===== src/dcc_pkg.sv =====
// Register map, field positions and reset values of the dual comparator control
package dcc_pkg;
   // Register byte offsets on the APB slave
   localparam logic [7:0] CTRL1_OFS   = 8'h00;
   localparam logic [7:0] CTRL2_OFS   = 8'h04;
   localparam logic [7:0] RESULT_OFS  = 8'h08;
   localparam logic [7:0] LADDER_OFS  = 8'h0c;
   localparam logic [7:0] FLAG_OFS    = 8'h10;
   localparam logic [7:0] ENABLE_OFS  = 8'h14;
   localparam logic [7:0] CORE_OFS    = 8'h18;
   // Comparator control fields
   localparam int ON_BIT   = 7;
   localparam int OE_BIT   = 6;
   localparam int INV_BIT  = 5;
   localparam int EDGE_HI  = 4;
   localparam int EDGE_LO  = 3;
   localparam int PSEL_BIT = 2;
   localparam int NSEL_HI  = 1;
   localparam int NSEL_LO  = 0;
   // Ladder reference fields
   localparam int LREN_BIT  = 7;
   localparam int LROE_BIT  = 6;
   localparam int RANGE_BIT = 5;
   localparam int LRSV_BIT  = 4;
   localparam int LVL_HI    = 3;
   localparam int LVL_LO    = 0;
   // Flag and enable register bit positions, core enables
   localparam int EV1_BIT  = 5;
   localparam int EV2_BIT  = 6;
   localparam int PIE_BIT  = 6;
   localparam int GIE_BIT  = 7;
   // Reset values
   localparam logic [7:0] CTRL_RST   = 8'h1f;
   localparam logic [7:0] LADDER_RST = 8'h00;
   localparam logic [7:0] FLAG_RST   = 8'h00;
   localparam logic [7:0] ENABLE_RST = 8'h00;
   localparam logic [7:0] CORE_RST   = 8'h00;
   localparam logic [7:0] RESULT_OFF = 8'h00;
   // Event edge codes
   typedef enum logic [1:0] {
      EDGE_NONE = 2'b00,
      EDGE_RISE = 2'b01,
      EDGE_FALL = 2'b10,
      EDGE_ANY  = 2'b11
   } dcc_edge_e;
   localparam logic [1:0] NSEL_PIN  = 2'b00;
   localparam logic [1:0] NSEL_FIXD = 2'b11;
endpackage : dcc_pkg


===== src/dcc_top.sv =====
// Dual comparator control: registers, input steering, edge events and wake request
//
// Overview of operation
// Control on bit enables each comparator
// Two-bit field steers the inverting input
// Code 11 fixed reference, 00 the pin
// Bit 2 picks pin or ladder reference
// Result register bit0 comparator one, bit1 two
// Output enable routes result to remappable pin
// High when plus exceeds minus; optional inversion
// Edge field 00 gives no events
// 01 rising edge, 10 falling edge
// 11 flags every output change
// Selecting mode 11 sets the flag
// Edges seen after polarity inversion
// Flags sticky; software write one sets
// Irq needs event, peripheral and global enables
// Software tracks past results in mode 11
// Enabled comparator runs and wakes in Sleep
// Software turns comparators off before Sleep
// Wake from Sleep keeps control contents
// Reset loads control reset values, all off
// Software sets chosen pin as analog input
// Range bit picks one of two ranges
// Four-bit level picks the ladder step
// Outputs synchronised, edges against previous sample
// Disabled comparator holds low, no events
//
// Local design decisions: the APB register port and the address map.
`timescale 1ns/100ps
`default_nettype none
module dcc_top (
   input  wire logic        ref_clk,       // 125 MHz system clock
   input  wire logic        sys_rst,       // Asynchronous reset, active high
   input  wire logic        psel,          // APB select
   input  wire logic        penable,       // APB access phase
   input  wire logic        pwrite,        // APB write
   input  wire logic [7:0]  paddr,         // APB byte address
   input  wire logic [31:0] pwdata,        // APB write data
   output logic             pready,        // APB ready
   output logic      [31:0] prdata,        // APB read data
   output logic             pslverr,       // APB error on unmapped address
   input  wire logic [1:0]  cmpRaw,        // Raw analog comparator outputs
   output logic      [1:0]  cmpEnable,     // Analog comparator power enables
   output logic      [1:0]  posSelLadder,  // Plus input takes ladder reference
   output logic      [3:0]  negSel,        // Minus input one-hot: pin,b,c,fixed (cmp1)
   output logic      [3:0]  negSel2,       // Minus input one-hot for comparator two
   output logic      [1:0]  pinOutEn,      // Remappable pin mux switched to comparator
   output logic      [1:0]  pinOut,        // Comparator level toward remappable pin
   output logic             ladderEnable,  // Ladder reference power
   output logic             ladderPinOut,  // Ladder reference drives its pin
   output logic             ladderRange,   // Range select: 1 low range from zero, coarser step
   output logic      [3:0]  ladderLevel,   // Ladder step
   output logic             irqReq,        // Interrupt request to core
   output logic             wakeReq        // Wake from Sleep request
);
   logic [7:0] ctrl1_q;
   logic [7:0] ctrl2_q;
   logic [7:0] ladder_q;
   logic       flag1_q;
   logic       flag2_q;
   logic [7:0] flagByte;
   logic [7:0] enable_q;
   logic [7:0] core_q;
   logic [1:0] sync1_q;
   logic [1:0] sync2_q;
   logic [1:0] prev_q;
   logic [1:0] result;
   logic [1:0] event_d;
   logic [1:0] anyArm;
   logic [1:0] flagSet;
   logic [1:0] irqSrc;
   logic       wrEn;
   logic       wrCtrl1;
   logic       wrCtrl2;
   logic       wrLadder;
   logic       wrFlag;
   logic       wrEnable;
   logic       wrCore;
   logic       rdHit;
   logic [7:0] rdByte;
   logic [7:0] ctrl [2];

   // A write lands at the edge that closes its access phase
   assign wrEn     = psel && penable && pwrite;
   assign wrCtrl1  = wrEn && paddr == dcc_pkg::CTRL1_OFS;
   assign wrCtrl2  = wrEn && paddr == dcc_pkg::CTRL2_OFS;
   assign wrLadder = wrEn && paddr == dcc_pkg::LADDER_OFS;
   assign wrFlag   = wrEn && paddr == dcc_pkg::FLAG_OFS;
   assign wrEnable = wrEn && paddr == dcc_pkg::ENABLE_OFS;
   assign wrCore   = wrEn && paddr == dcc_pkg::CORE_OFS;
   assign ctrl[0]  = ctrl1_q;
   assign ctrl[1]  = ctrl2_q;

   // Control registers; only reset and bus writes touch them, so Sleep and wake leave them alone
   always_ff @(posedge ref_clk or posedge sys_rst) begin
      if (sys_rst) begin
         ctrl1_q <= dcc_pkg::CTRL_RST;
      end else if (wrCtrl1) begin
         ctrl1_q <= pwdata[7:0];
      end
   end

   always_ff @(posedge ref_clk or posedge sys_rst) begin
      if (sys_rst) begin
         ctrl2_q <= dcc_pkg::CTRL_RST;
      end else if (wrCtrl2) begin
         ctrl2_q <= pwdata[7:0];
      end
   end

   // Reserved ladder bit kept at zero as the hardware expects
   always_ff @(posedge ref_clk or posedge sys_rst) begin
      if (sys_rst) begin
         ladder_q <= dcc_pkg::LADDER_RST;
      end else if (wrLadder) begin
         ladder_q <= pwdata[7:0] & ~(8'h01 << dcc_pkg::LRSV_BIT);
      end
   end

   always_ff @(posedge ref_clk or posedge sys_rst) begin
      if (sys_rst) begin
         enable_q <= dcc_pkg::ENABLE_RST;
      end else if (wrEnable) begin
         enable_q <= pwdata[7:0];
      end
   end

   // Whole byte kept: the other enables belong to the core, not to this block
   always_ff @(posedge ref_clk or posedge sys_rst) begin
      if (sys_rst) begin
         core_q <= dcc_pkg::CORE_RST;
      end else if (wrCore) begin
         core_q <= pwdata[7:0];
      end
   end

   // Second stage alone reads the first stage
   always_ff @(posedge ref_clk or posedge sys_rst) begin
      if (sys_rst) begin
         sync1_q <= 2'h0;
      end else begin
         sync1_q <= cmpRaw;
      end
   end

   always_ff @(posedge ref_clk or posedge sys_rst) begin
      if (sys_rst) begin
         sync2_q <= 2'h0;
      end else begin
         sync2_q <= sync1_q;
      end
   end

   // Per comparator: polarity, gating, edge select, mode-11 arming
   for (genvar i = 0; i < 2; i++) begin : g_cmp
      logic [1:0] edgeSel;
      logic       on;
      logic       rise;
      logic       fall;
      logic       edgeEv;
      assign on      = ctrl[i][dcc_pkg::ON_BIT];
      assign edgeSel = ctrl[i][dcc_pkg::EDGE_HI:dcc_pkg::EDGE_LO];
      // Inverting here makes it the same as swapping the inputs
      assign result[i] = on & (sync2_q[i] ^ ctrl[i][dcc_pkg::INV_BIT]);
      assign rise = on & ~prev_q[i] & result[i];
      assign fall = on & prev_q[i] & ~result[i];
      always_comb begin
         case (dcc_pkg::dcc_edge_e'(edgeSel))
            dcc_pkg::EDGE_NONE: edgeEv = 1'b0;
            dcc_pkg::EDGE_RISE: edgeEv = rise;
            dcc_pkg::EDGE_FALL: edgeEv = fall;
            dcc_pkg::EDGE_ANY:  edgeEv = rise | fall;
            default:            edgeEv = 1'b0;
         endcase
      end
      assign event_d[i] = edgeEv;
      // Every write of code 11 arms the flag, even if the code was already 11
      assign anyArm[i] = (i == 0 ? wrCtrl1 : wrCtrl2)
         && pwdata[dcc_pkg::EDGE_HI:dcc_pkg::EDGE_LO] == dcc_pkg::EDGE_ANY;
      assign posSelLadder[i] = ctrl[i][dcc_pkg::PSEL_BIT];
      assign pinOutEn[i]     = on & ctrl[i][dcc_pkg::OE_BIT];
      assign cmpEnable[i]    = on;
   end

   always_ff @(posedge ref_clk or posedge sys_rst) begin
      if (sys_rst) begin
         prev_q <= 2'h0;
      end else begin
         prev_q <= result;
      end
   end

   // Hardware set beats a software clear in the same cycle
   assign flagSet = event_d | anyArm;

   always_ff @(posedge ref_clk or posedge sys_rst) begin
      if (sys_rst) begin
         flag1_q <= dcc_pkg::FLAG_RST[dcc_pkg::EV1_BIT];
      end else if (wrFlag) begin
         flag1_q <= pwdata[dcc_pkg::EV1_BIT] | flagSet[0];
      end else begin
         flag1_q <= flag1_q | flagSet[0];
      end
   end

   always_ff @(posedge ref_clk or posedge sys_rst) begin
      if (sys_rst) begin
         flag2_q <= dcc_pkg::FLAG_RST[dcc_pkg::EV2_BIT];
      end else if (wrFlag) begin
         flag2_q <= pwdata[dcc_pkg::EV2_BIT] | flagSet[1];
      end else begin
         flag2_q <= flag2_q | flagSet[1];
      end
   end

   // Other bits of the flag register read as zero
   always_comb begin
      flagByte                   = dcc_pkg::FLAG_RST;
      flagByte[dcc_pkg::EV1_BIT] = flag1_q;
      flagByte[dcc_pkg::EV2_BIT] = flag2_q;
   end

   assign irqSrc[0] = flag1_q & enable_q[dcc_pkg::EV1_BIT];
   assign irqSrc[1] = flag2_q & enable_q[dcc_pkg::EV2_BIT];
   assign irqReq  = |irqSrc && core_q[dcc_pkg::PIE_BIT]
                    && core_q[dcc_pkg::GIE_BIT];
   // Wake needs only the source enable; the core decides what to run after it
   assign wakeReq = |irqSrc;

   always_comb begin
      negSel  = 4'h0;
      negSel2 = 4'h0;
      negSel[ctrl1_q[dcc_pkg::NSEL_HI:dcc_pkg::NSEL_LO]]  = 1'b1;
      negSel2[ctrl2_q[dcc_pkg::NSEL_HI:dcc_pkg::NSEL_LO]] = 1'b1;
   end

   assign pinOut       = result;
   assign ladderEnable = ladder_q[dcc_pkg::LREN_BIT];
   assign ladderPinOut = ladder_q[dcc_pkg::LROE_BIT];
   assign ladderRange  = ladder_q[dcc_pkg::RANGE_BIT];
   assign ladderLevel  = ladder_q[dcc_pkg::LVL_HI:dcc_pkg::LVL_LO];

   // Read mux; result register has no write path at all
   always_comb begin
      rdHit  = 1'b1;
      rdByte = 8'h00;
      case (paddr)
         dcc_pkg::CTRL1_OFS:  rdByte = ctrl1_q;
         dcc_pkg::CTRL2_OFS:  rdByte = ctrl2_q;
         dcc_pkg::RESULT_OFS: rdByte = {6'h00, result};
         dcc_pkg::LADDER_OFS: rdByte = ladder_q;
         dcc_pkg::FLAG_OFS:   rdByte = flagByte;
         dcc_pkg::ENABLE_OFS: rdByte = enable_q;
         dcc_pkg::CORE_OFS:   rdByte = core_q;
         default:             rdHit  = 1'b0;
      endcase
   end

   assign pready  = 1'b1;
   assign pslverr = psel && penable && !rdHit;

   // Data output registered on the setup cycle, ready in the access cycle
   always_ff @(posedge ref_clk or posedge sys_rst) begin
      if (sys_rst) begin
         prdata <= 32'h0;
      end else if (psel && !penable && !pwrite) begin
         prdata <= {24'h0, rdByte};
      end
   end
endmodule : dcc_top
`default_nettype wire


===== config.mk =====
export PLATFORM = sky130hd
export DESIGN_NAME = dcc_top
export DESIGN_NICKNAME = d
export VERILOG_FILES = /design/src/dcc_pkg.sv /design/src/dcc_top.sv
export SDC_FILE = /design/constraint.sdc
export NUM_CORES = 1
export LEC_CHECK = 0
export BUFFER_PORTS_ARGS = -buffer_cell sky130_fd_sc_hd__buf_4
export CAP_MARGIN = 15
export CORE_ASPECT_RATIO = 0.5
export CORE_MARGIN = 5
export CORE_UTILIZATION = 46
export CTS_BUF_LIST = sky130_fd_sc_hd__clkbuf_4 sky130_fd_sc_hd__clkbuf_8
export CTS_CLUSTER_SIZE = 8
export DETAILED_ROUTE_END_ITERATION = 7
export PLACE_DENSITY = 0.78
export SLEW_MARGIN = 20
export SYNTH_ARGS = -nofsm -noshare
export SYNTH_HDL_FRONTEND = slang
export SYNTH_SLANG_ARGS = --single-unit
export TNS_END_PERCENT = 5

===== constraint.sdc =====
create_clock -name ref_clk -period 1.3 [get_ports ref_clk]
set_input_delay 0.065 -clock ref_clk [delete_from_list [all_inputs] [get_ports ref_clk]]
set_output_delay 0.065 -clock ref_clk [all_outputs]
set_load 0.02 [all_outputs]

Word level (Yosys, flattened, before mapping)

Cells that the tools add are included.

Flip-flop bits (word level): 55
Input bits: 47
Memory bits (read-only): 0
Memory bits (writable): 0
Memories kept: 0
Latch bits: 0

Eq/ne operators: 13
Multipliers: 0
Bitwise logic cells: 27
Div/mod/pow operators: 0
Shifts and indexed selects: 0
Add/subtract/negate cells: 0
Muxes and demuxes: 10
Reductions and logical operators: 25
$lt $le $gt $ge: 4

Operators by type and width:

| cell                                                        | number |
|---|---|
| one-hot mux 8 bit (7 select lines)                          | 1 |
| equality test 8 x 5 -> 1 bit (second input constant)        | 3 |
| logical AND 1 bit                                           | 17 |
| equality test 8 x 4 -> 1 bit (second input constant)        | 2 |
| bitwise AND 1 bit                                           | 14 |
| equality test 2 bit (second input constant)                 | 5 |
| equality test 8 x 3 -> 1 bit (second input constant)        | 1 |
| logical NOT 8 bit                                           | 1 |
| one-hot mux 1 bit (4 select lines)                          | 2 |
| OR reduction 7 bit                                          | 1 |
| less-than comparator 2 x 3 -> 1 bit (second input constant) | 2 |
| OR 1 bit                                                    | 6 |
| 2-to-1 mux 1 bit                                            | 5 |
| demux 1 bit (select 2 bit)                                  | 2 |
| equality test 2 x 1 -> 1 bit (second input constant)        | 2 |
| >= comparator 2 x 1 -> 1 bit (second input constant)        | 2 |
| logical NOT 2 bit                                           | 2 |
| inverter 1 bit                                              | 4 |
| logical NOT 1 bit                                           | 3 |
| OR 2 bit                                                    | 1 |
| OR reduction 2 bit                                          | 1 |
| XOR 1 bit                                                   | 2 |

Depth between registers and ports, before layout

Depth in word-level cells: 9
Depth in mapped cells: 6
Mapped depth without buffers: 4

Worst setup path before layout

Ideal clock, no wire load.

Kind: reg-to-reg
From: register ctrl1_q[5]
To: register prdata[0]
Arrival time: 1.355 ns
Cell stages (with the launch flop): 5
Path slack: -0.177 ns
Required time: 1.178 ns
Buffers on the path: 0
Cell sequence: dfrtp_1 > xor2_1 > and2_1 > a221o_1 > a32o_1

Longest elaborated chain between the ends: 3

Ends and longest elaborated chain:

| element                            | RTL line       | text |
|---|---|---|
| from (decl)                        | dcc_top.sv:57  | `logic [7:0] ctrl1_q;` |
| from (signal assigned)             | dcc_top.sv:98  | `ctrl1_q <= dcc_pkg::CTRL_RST;` |
| from (signal assigned)             | dcc_top.sv:100 | `ctrl1_q <= pwdata[7:0];` |
| XOR 1 bit                          | dcc_top.sv:165 | `assign result[i] = on & (sync2_q[i] ^ ctrl[i][dcc_pkg::INV_BIT]);` |
| bitwise AND 1 bit                  | dcc_top.sv:165 |  |
| named net pinOut[0]                | dcc_top.sv:49  | `output logic [1:0] pinOut,` |
| one-hot mux 8 bit (7 select lines) | dcc_top.sv:248 | `case (paddr)` |
| to (signal assigned)               | dcc_top.sv:268 | `prdata <= {24'h0, rdByte};` |
| to (decl)                          | dcc_top.sv:41  | `output logic [31:0] prdata,` |

The timed path passes the listed nets, and every way through them passes these cells.
A chain may end at the register's enable or synchronous reset.

Final worst setup path

From: register sync2_q[1]
To: output pinOut[1]

Longest elaborated chain between the ends: 2

Ends and longest elaborated chain:

| element                | RTL line       | text |
|---|---|---|
| from (decl)            | dcc_top.sv:66  | `logic [1:0] sync2_q;` |
| from (signal assigned) | dcc_top.sv:151 | `sync2_q <= sync1_q;` |
| XOR 1 bit              | dcc_top.sv:165 |  |
| bitwise AND 1 bit      | dcc_top.sv:165 |  |
| to (decl)              | dcc_top.sv:49  |  |

No other way between the ends.

==> PnR_summary.wiki <==
{| class="wikitable"
! Metric !! Value
|-
| Data arrival time of the worst path || between 1000 and 1500 ps
|-
| Max FO, Critical Path || 3
|-
| Register clock-pin slew on the reported worst setup and hold paths || 100 ps
|-
| Part of the power in the clock network || 35.0%
|-
| GRT Total Usage || 19.24%
|-
| Number of global-route vias before repair || 2,271
|-
| Required time of the critical path || ~1200 ps
|-
| Critical path, cell by cell || xor2_2 -> and2_4 -> buf_6 -> buf_6
|-
| Diodes inserted || 0
|-
| Mapped Cells || 241
|-
| Commonest cells in the netlist || dfrtp_1, mux2_2, buf_4, dfstp_2
|-
| Core area || a little over 6000 um^2
|-
| Mean cell area of the mapped netlist || 12.17 um^2
|-
| Fin Setup TNS || -386.5 ps
|-
| Die span in x || approximately 120 um
|-
| NetSw || 841.5 uW
|-
| CP Depth || 4
|-
| Leakage power total || 1.887 nW
|-
| Number of cells traversed by the worst register-to-register path || 4
|-
| Share of the cycle needed by the critical path after routing || 107.1%
|-
| Outcome || finished, violations left
|-
| Worst slack at placement || -328.4 ps
|-
| Maximum capacitance violations || 0
|-
| Fraction of power spent switching nets || roughly 25%
|-
| Async SR Flop Fraction || 100.0%
|-
| Setup repair after global routing missed its margin || true
|-
| Internal Pwr Total || 2.541 mW
|-
| Number of design rule violations left after detail routing || 0
|-
| Detail-routed net length per standard cell || 18.40 um
|-
| ANT nets after route || 0
|-
| Nature of the critical path endpoint || primary output
|-
| Worst-skew pair later-pin latency || 310 ps
|-
| Power density over cell area || 897.6 nW/um^2
|-
| Minimum setup slack in the final design || -91.72 ps
|-
| Filler cell count in the final layout || 473
|-
| Clock tree from TritonCTS || built
|-
| Crit-path leading delay family || flip-flops
|-
| Number of antenna violations at the first check in global routing || 0
|-
| Total wirelength of the detailed-routed design || 7638 um
|-
| Total Die Area || 8173 um^2
|-
| Number of enable-type register cells in the synthesized netlist || 0
|-
| Final Slew Violations || 0
|-
| Count of different cell masters after synthesis || 44
|-
| Critical path buffers and inverters || 2
|-
| Worst hold path depth || 2
|-
| Worst VDD drop || 0.5044 mV
|-
| Layout-stage area growth over the synthesis result || 28.44%
|-
| Fraction of layout instances using a drive strength above 1 || 53.82%
|-
| Violated checks || negative setup slack
|-
| Via density per instance || approximately 5.4
|-
| Finish-stage setup viols || 8
|-
| Kind of launch point of the worst setup path || register
|-
| Worst Hold Class || in2reg
|-
| Start point of the critical path || sync2_q[1]$_DFF_PP0_
|-
| Initial DRC Count || 140
|-
| Critical Path Max Stage Delay || 410 ps
|-
| Largest net degree at the start of global routing || 56
|-
| Final net count || 373
|-
| Source of the worst register-to-register timing path || ctrl1_q[5]$_DFFE_PP0P_
|-
| Final Hold Viols || 0
|-
| Final hold slack || 23.00 ps
|-
| Post-synthesis instance area || roughly 3000 um^2
|-
| Worst path slowest cell || dfrtp_1
|-
| Post-synthesis cell type with the largest combined area || dfrtp_1
|-
| Overall via count from detail_route || approximately 2,200
|-
| Area of the multi-input gates || about 1400 um^2
|-
| FF+latch count, synth || 55
|-
| Buffers added on ports || 56
|-
| Detailed-placement wirelength estimate || 5666 um
|-
| Shortest clock period the worst path allows after layout || 1392 ps
|-
| Sequential cell area || about 1400 um^2
|-
| Share of total power in combinational logic || between 10% and 20%
|-
| Sequential power share || 52.1%
|-
| Category of the most critical setup path || reg2out
|-
| Clk sinks || 55
|-
| Proportion of synthesized chip area in sequential cells || a little under half
|-
| Io pins || 106
|-
| Length of the first detailed-routing pass in iterations || 4
|-
| Largest cells by area after synthesis || dfrtp_1, mux2_2, dfstp_2
|-
| Initial Util || 47.86%
|-
| Most instantiated library cell after synthesis || dfrtp_1
|-
| Crit path to || pinOut[1]
|-
| Total global routing overflow || 0
|-
| Worst-case clock buffer depth || 2
|-
| Maximum level of the CTS H-tree || 2
|-
| Highest clock rate || 0.7185 GHz
|-
| R2r endpoint || prdata[0]$_DFFE_PP0P_
|-
| Gpl congestion || slightly above 0.9
|-
| Final core utilization || 61.47%
|-
| Placement row count || 20
|-
| Die Y-Extent || 66.48 um
|-
| Final Skew || 13.59 ps
|-
| Synth Warn # || 0
|-
| Register-to-Register Setup Slack || -90 ps
|-
| First-pass GRT wire length || 12,040 um
|-
| TritonCTS buffer count || 5
|-
| Post-synth top flop || dfrtp_1
|-
| Area share of the largest cell type after synthesis || 38.38%
|-
| Cell at the root of the clock tree || clkbuf_8
|-
| Cell type with the highest occurrence count on the critical path || buf_6
|-
| Power consumption || ~3.4 mW
|}
==> placed cells by master (no fill, tap or decap), drive strengths merged, types with 7 or more instances in the layout <==
cell type | synthesis | routed
and2 | 8 | 8
nand3 | 7 | 7
buf | 41 | 93
mux2 | 43 | 43
nor2b | 8 | 8
dfrtp | 45 | 45
nor2 | 7 | 7
nand2 | 9 | 9
dfstp | 10 | 10
conb | 2 | 25
==> cell type report <==
cell class	instances	area share, %
flip-flops and latches	55	36.85
repair buffers	96	20.45
well taps	88	2.922
inverters	2	0.2988
multi-input cells	166	36.35
clock inverters	2	0.9296
clock buffers	6	2.191
==> worst register-to-register path, delay by kind of cell (launching register included) <==
family | cells | cell delay (ps)
AND/OR/NAND/NOR | 1 | 160
AO/OA/AOI/OAI | 2 | 570
XOR/XNOR | 1 | 160
flip-flops | 1 | 410
==> registers in the layout, summed over array words and instances (netlist names) <==
name      flops
core_q        8
ctrl1_q       8
ctrl2_q       8
enable_q      8
prdata        8
ladder_q      7
prev_q        2
sync1_q       2
sync2_q       2
flag1_q       1
flag2_q       1
==> per-layer routing <==
metal  GRT usage [%]  wire length [um]  vias to the layer above
met2           32.22              3614                      122
met5               0                 0                        -
li1                -                 -                      992
met4           5.021                97                        0
met3           4.411               811                        9
met1           25.32              3114                     1104
==> stage by stage <==
step	std cells	area [um^2]
2_1_floorplan	264	3032
3_3_place_gp	401	3528
3_5_place_dp	401	3528
4_1_cts	414	3722
5_1_grt	415	3769
6_report	415	3769
==> worst min path at each step <==
stage / to / startpoint
global route: ladder_q[2]$_DFFE_PP0P_ / pwdata[2]
CTS: core_q[2]$_DFFE_PP0P_ / pwdata[2]
finish: core_q[2]$_DFFE_PP0P_ / pwdata[2]
floorplan: sync1_q[0]$_DFF_PP0_ / cmpRaw[0]
global placement: sync1_q[0]$_DFF_PP0_ / sys_rst
detailed placement: sync1_q[0]$_DFF_PP0_ / sys_rst
==> cells by family after synthesis <==
family / count (synthesis) / synth area share, %
AO/OA/AOI/OAI: 34 / 9.296
buffers and inverters: 43 / 10.53
multiplexers: 48 / 19.10
other: 2 / 0.2560
flip-flops: 55 / 47.33
AND/OR/NAND/NOR: 57 / 12.88
XOR/XNOR: 2 / 0.5971
==> power groups by stage <==
stage / sequential [mW] / combinational, mW / clock [mW]
floorplan: 1.79 / 0.277 / 0
global route: 1.77 / 0.469 / 1.28
detailed placement: 1.79 / 0.411 / 0
finish: 1.76 / 0.436 / 1.18
global placement: 1.79 / 0.400 / 0
CTS: 1.76 / 0.426 / 1.20
==> repair_timing <==
action	in CTS	in global routing
gates resized for setup	6	11
hold buffers	3	0
endpoints found under the setup margin	16	14
pin swaps	6	4
hold endpoints to repair	47	0
buffers inserted	2	1
Power figures use the tool's default switching activity.
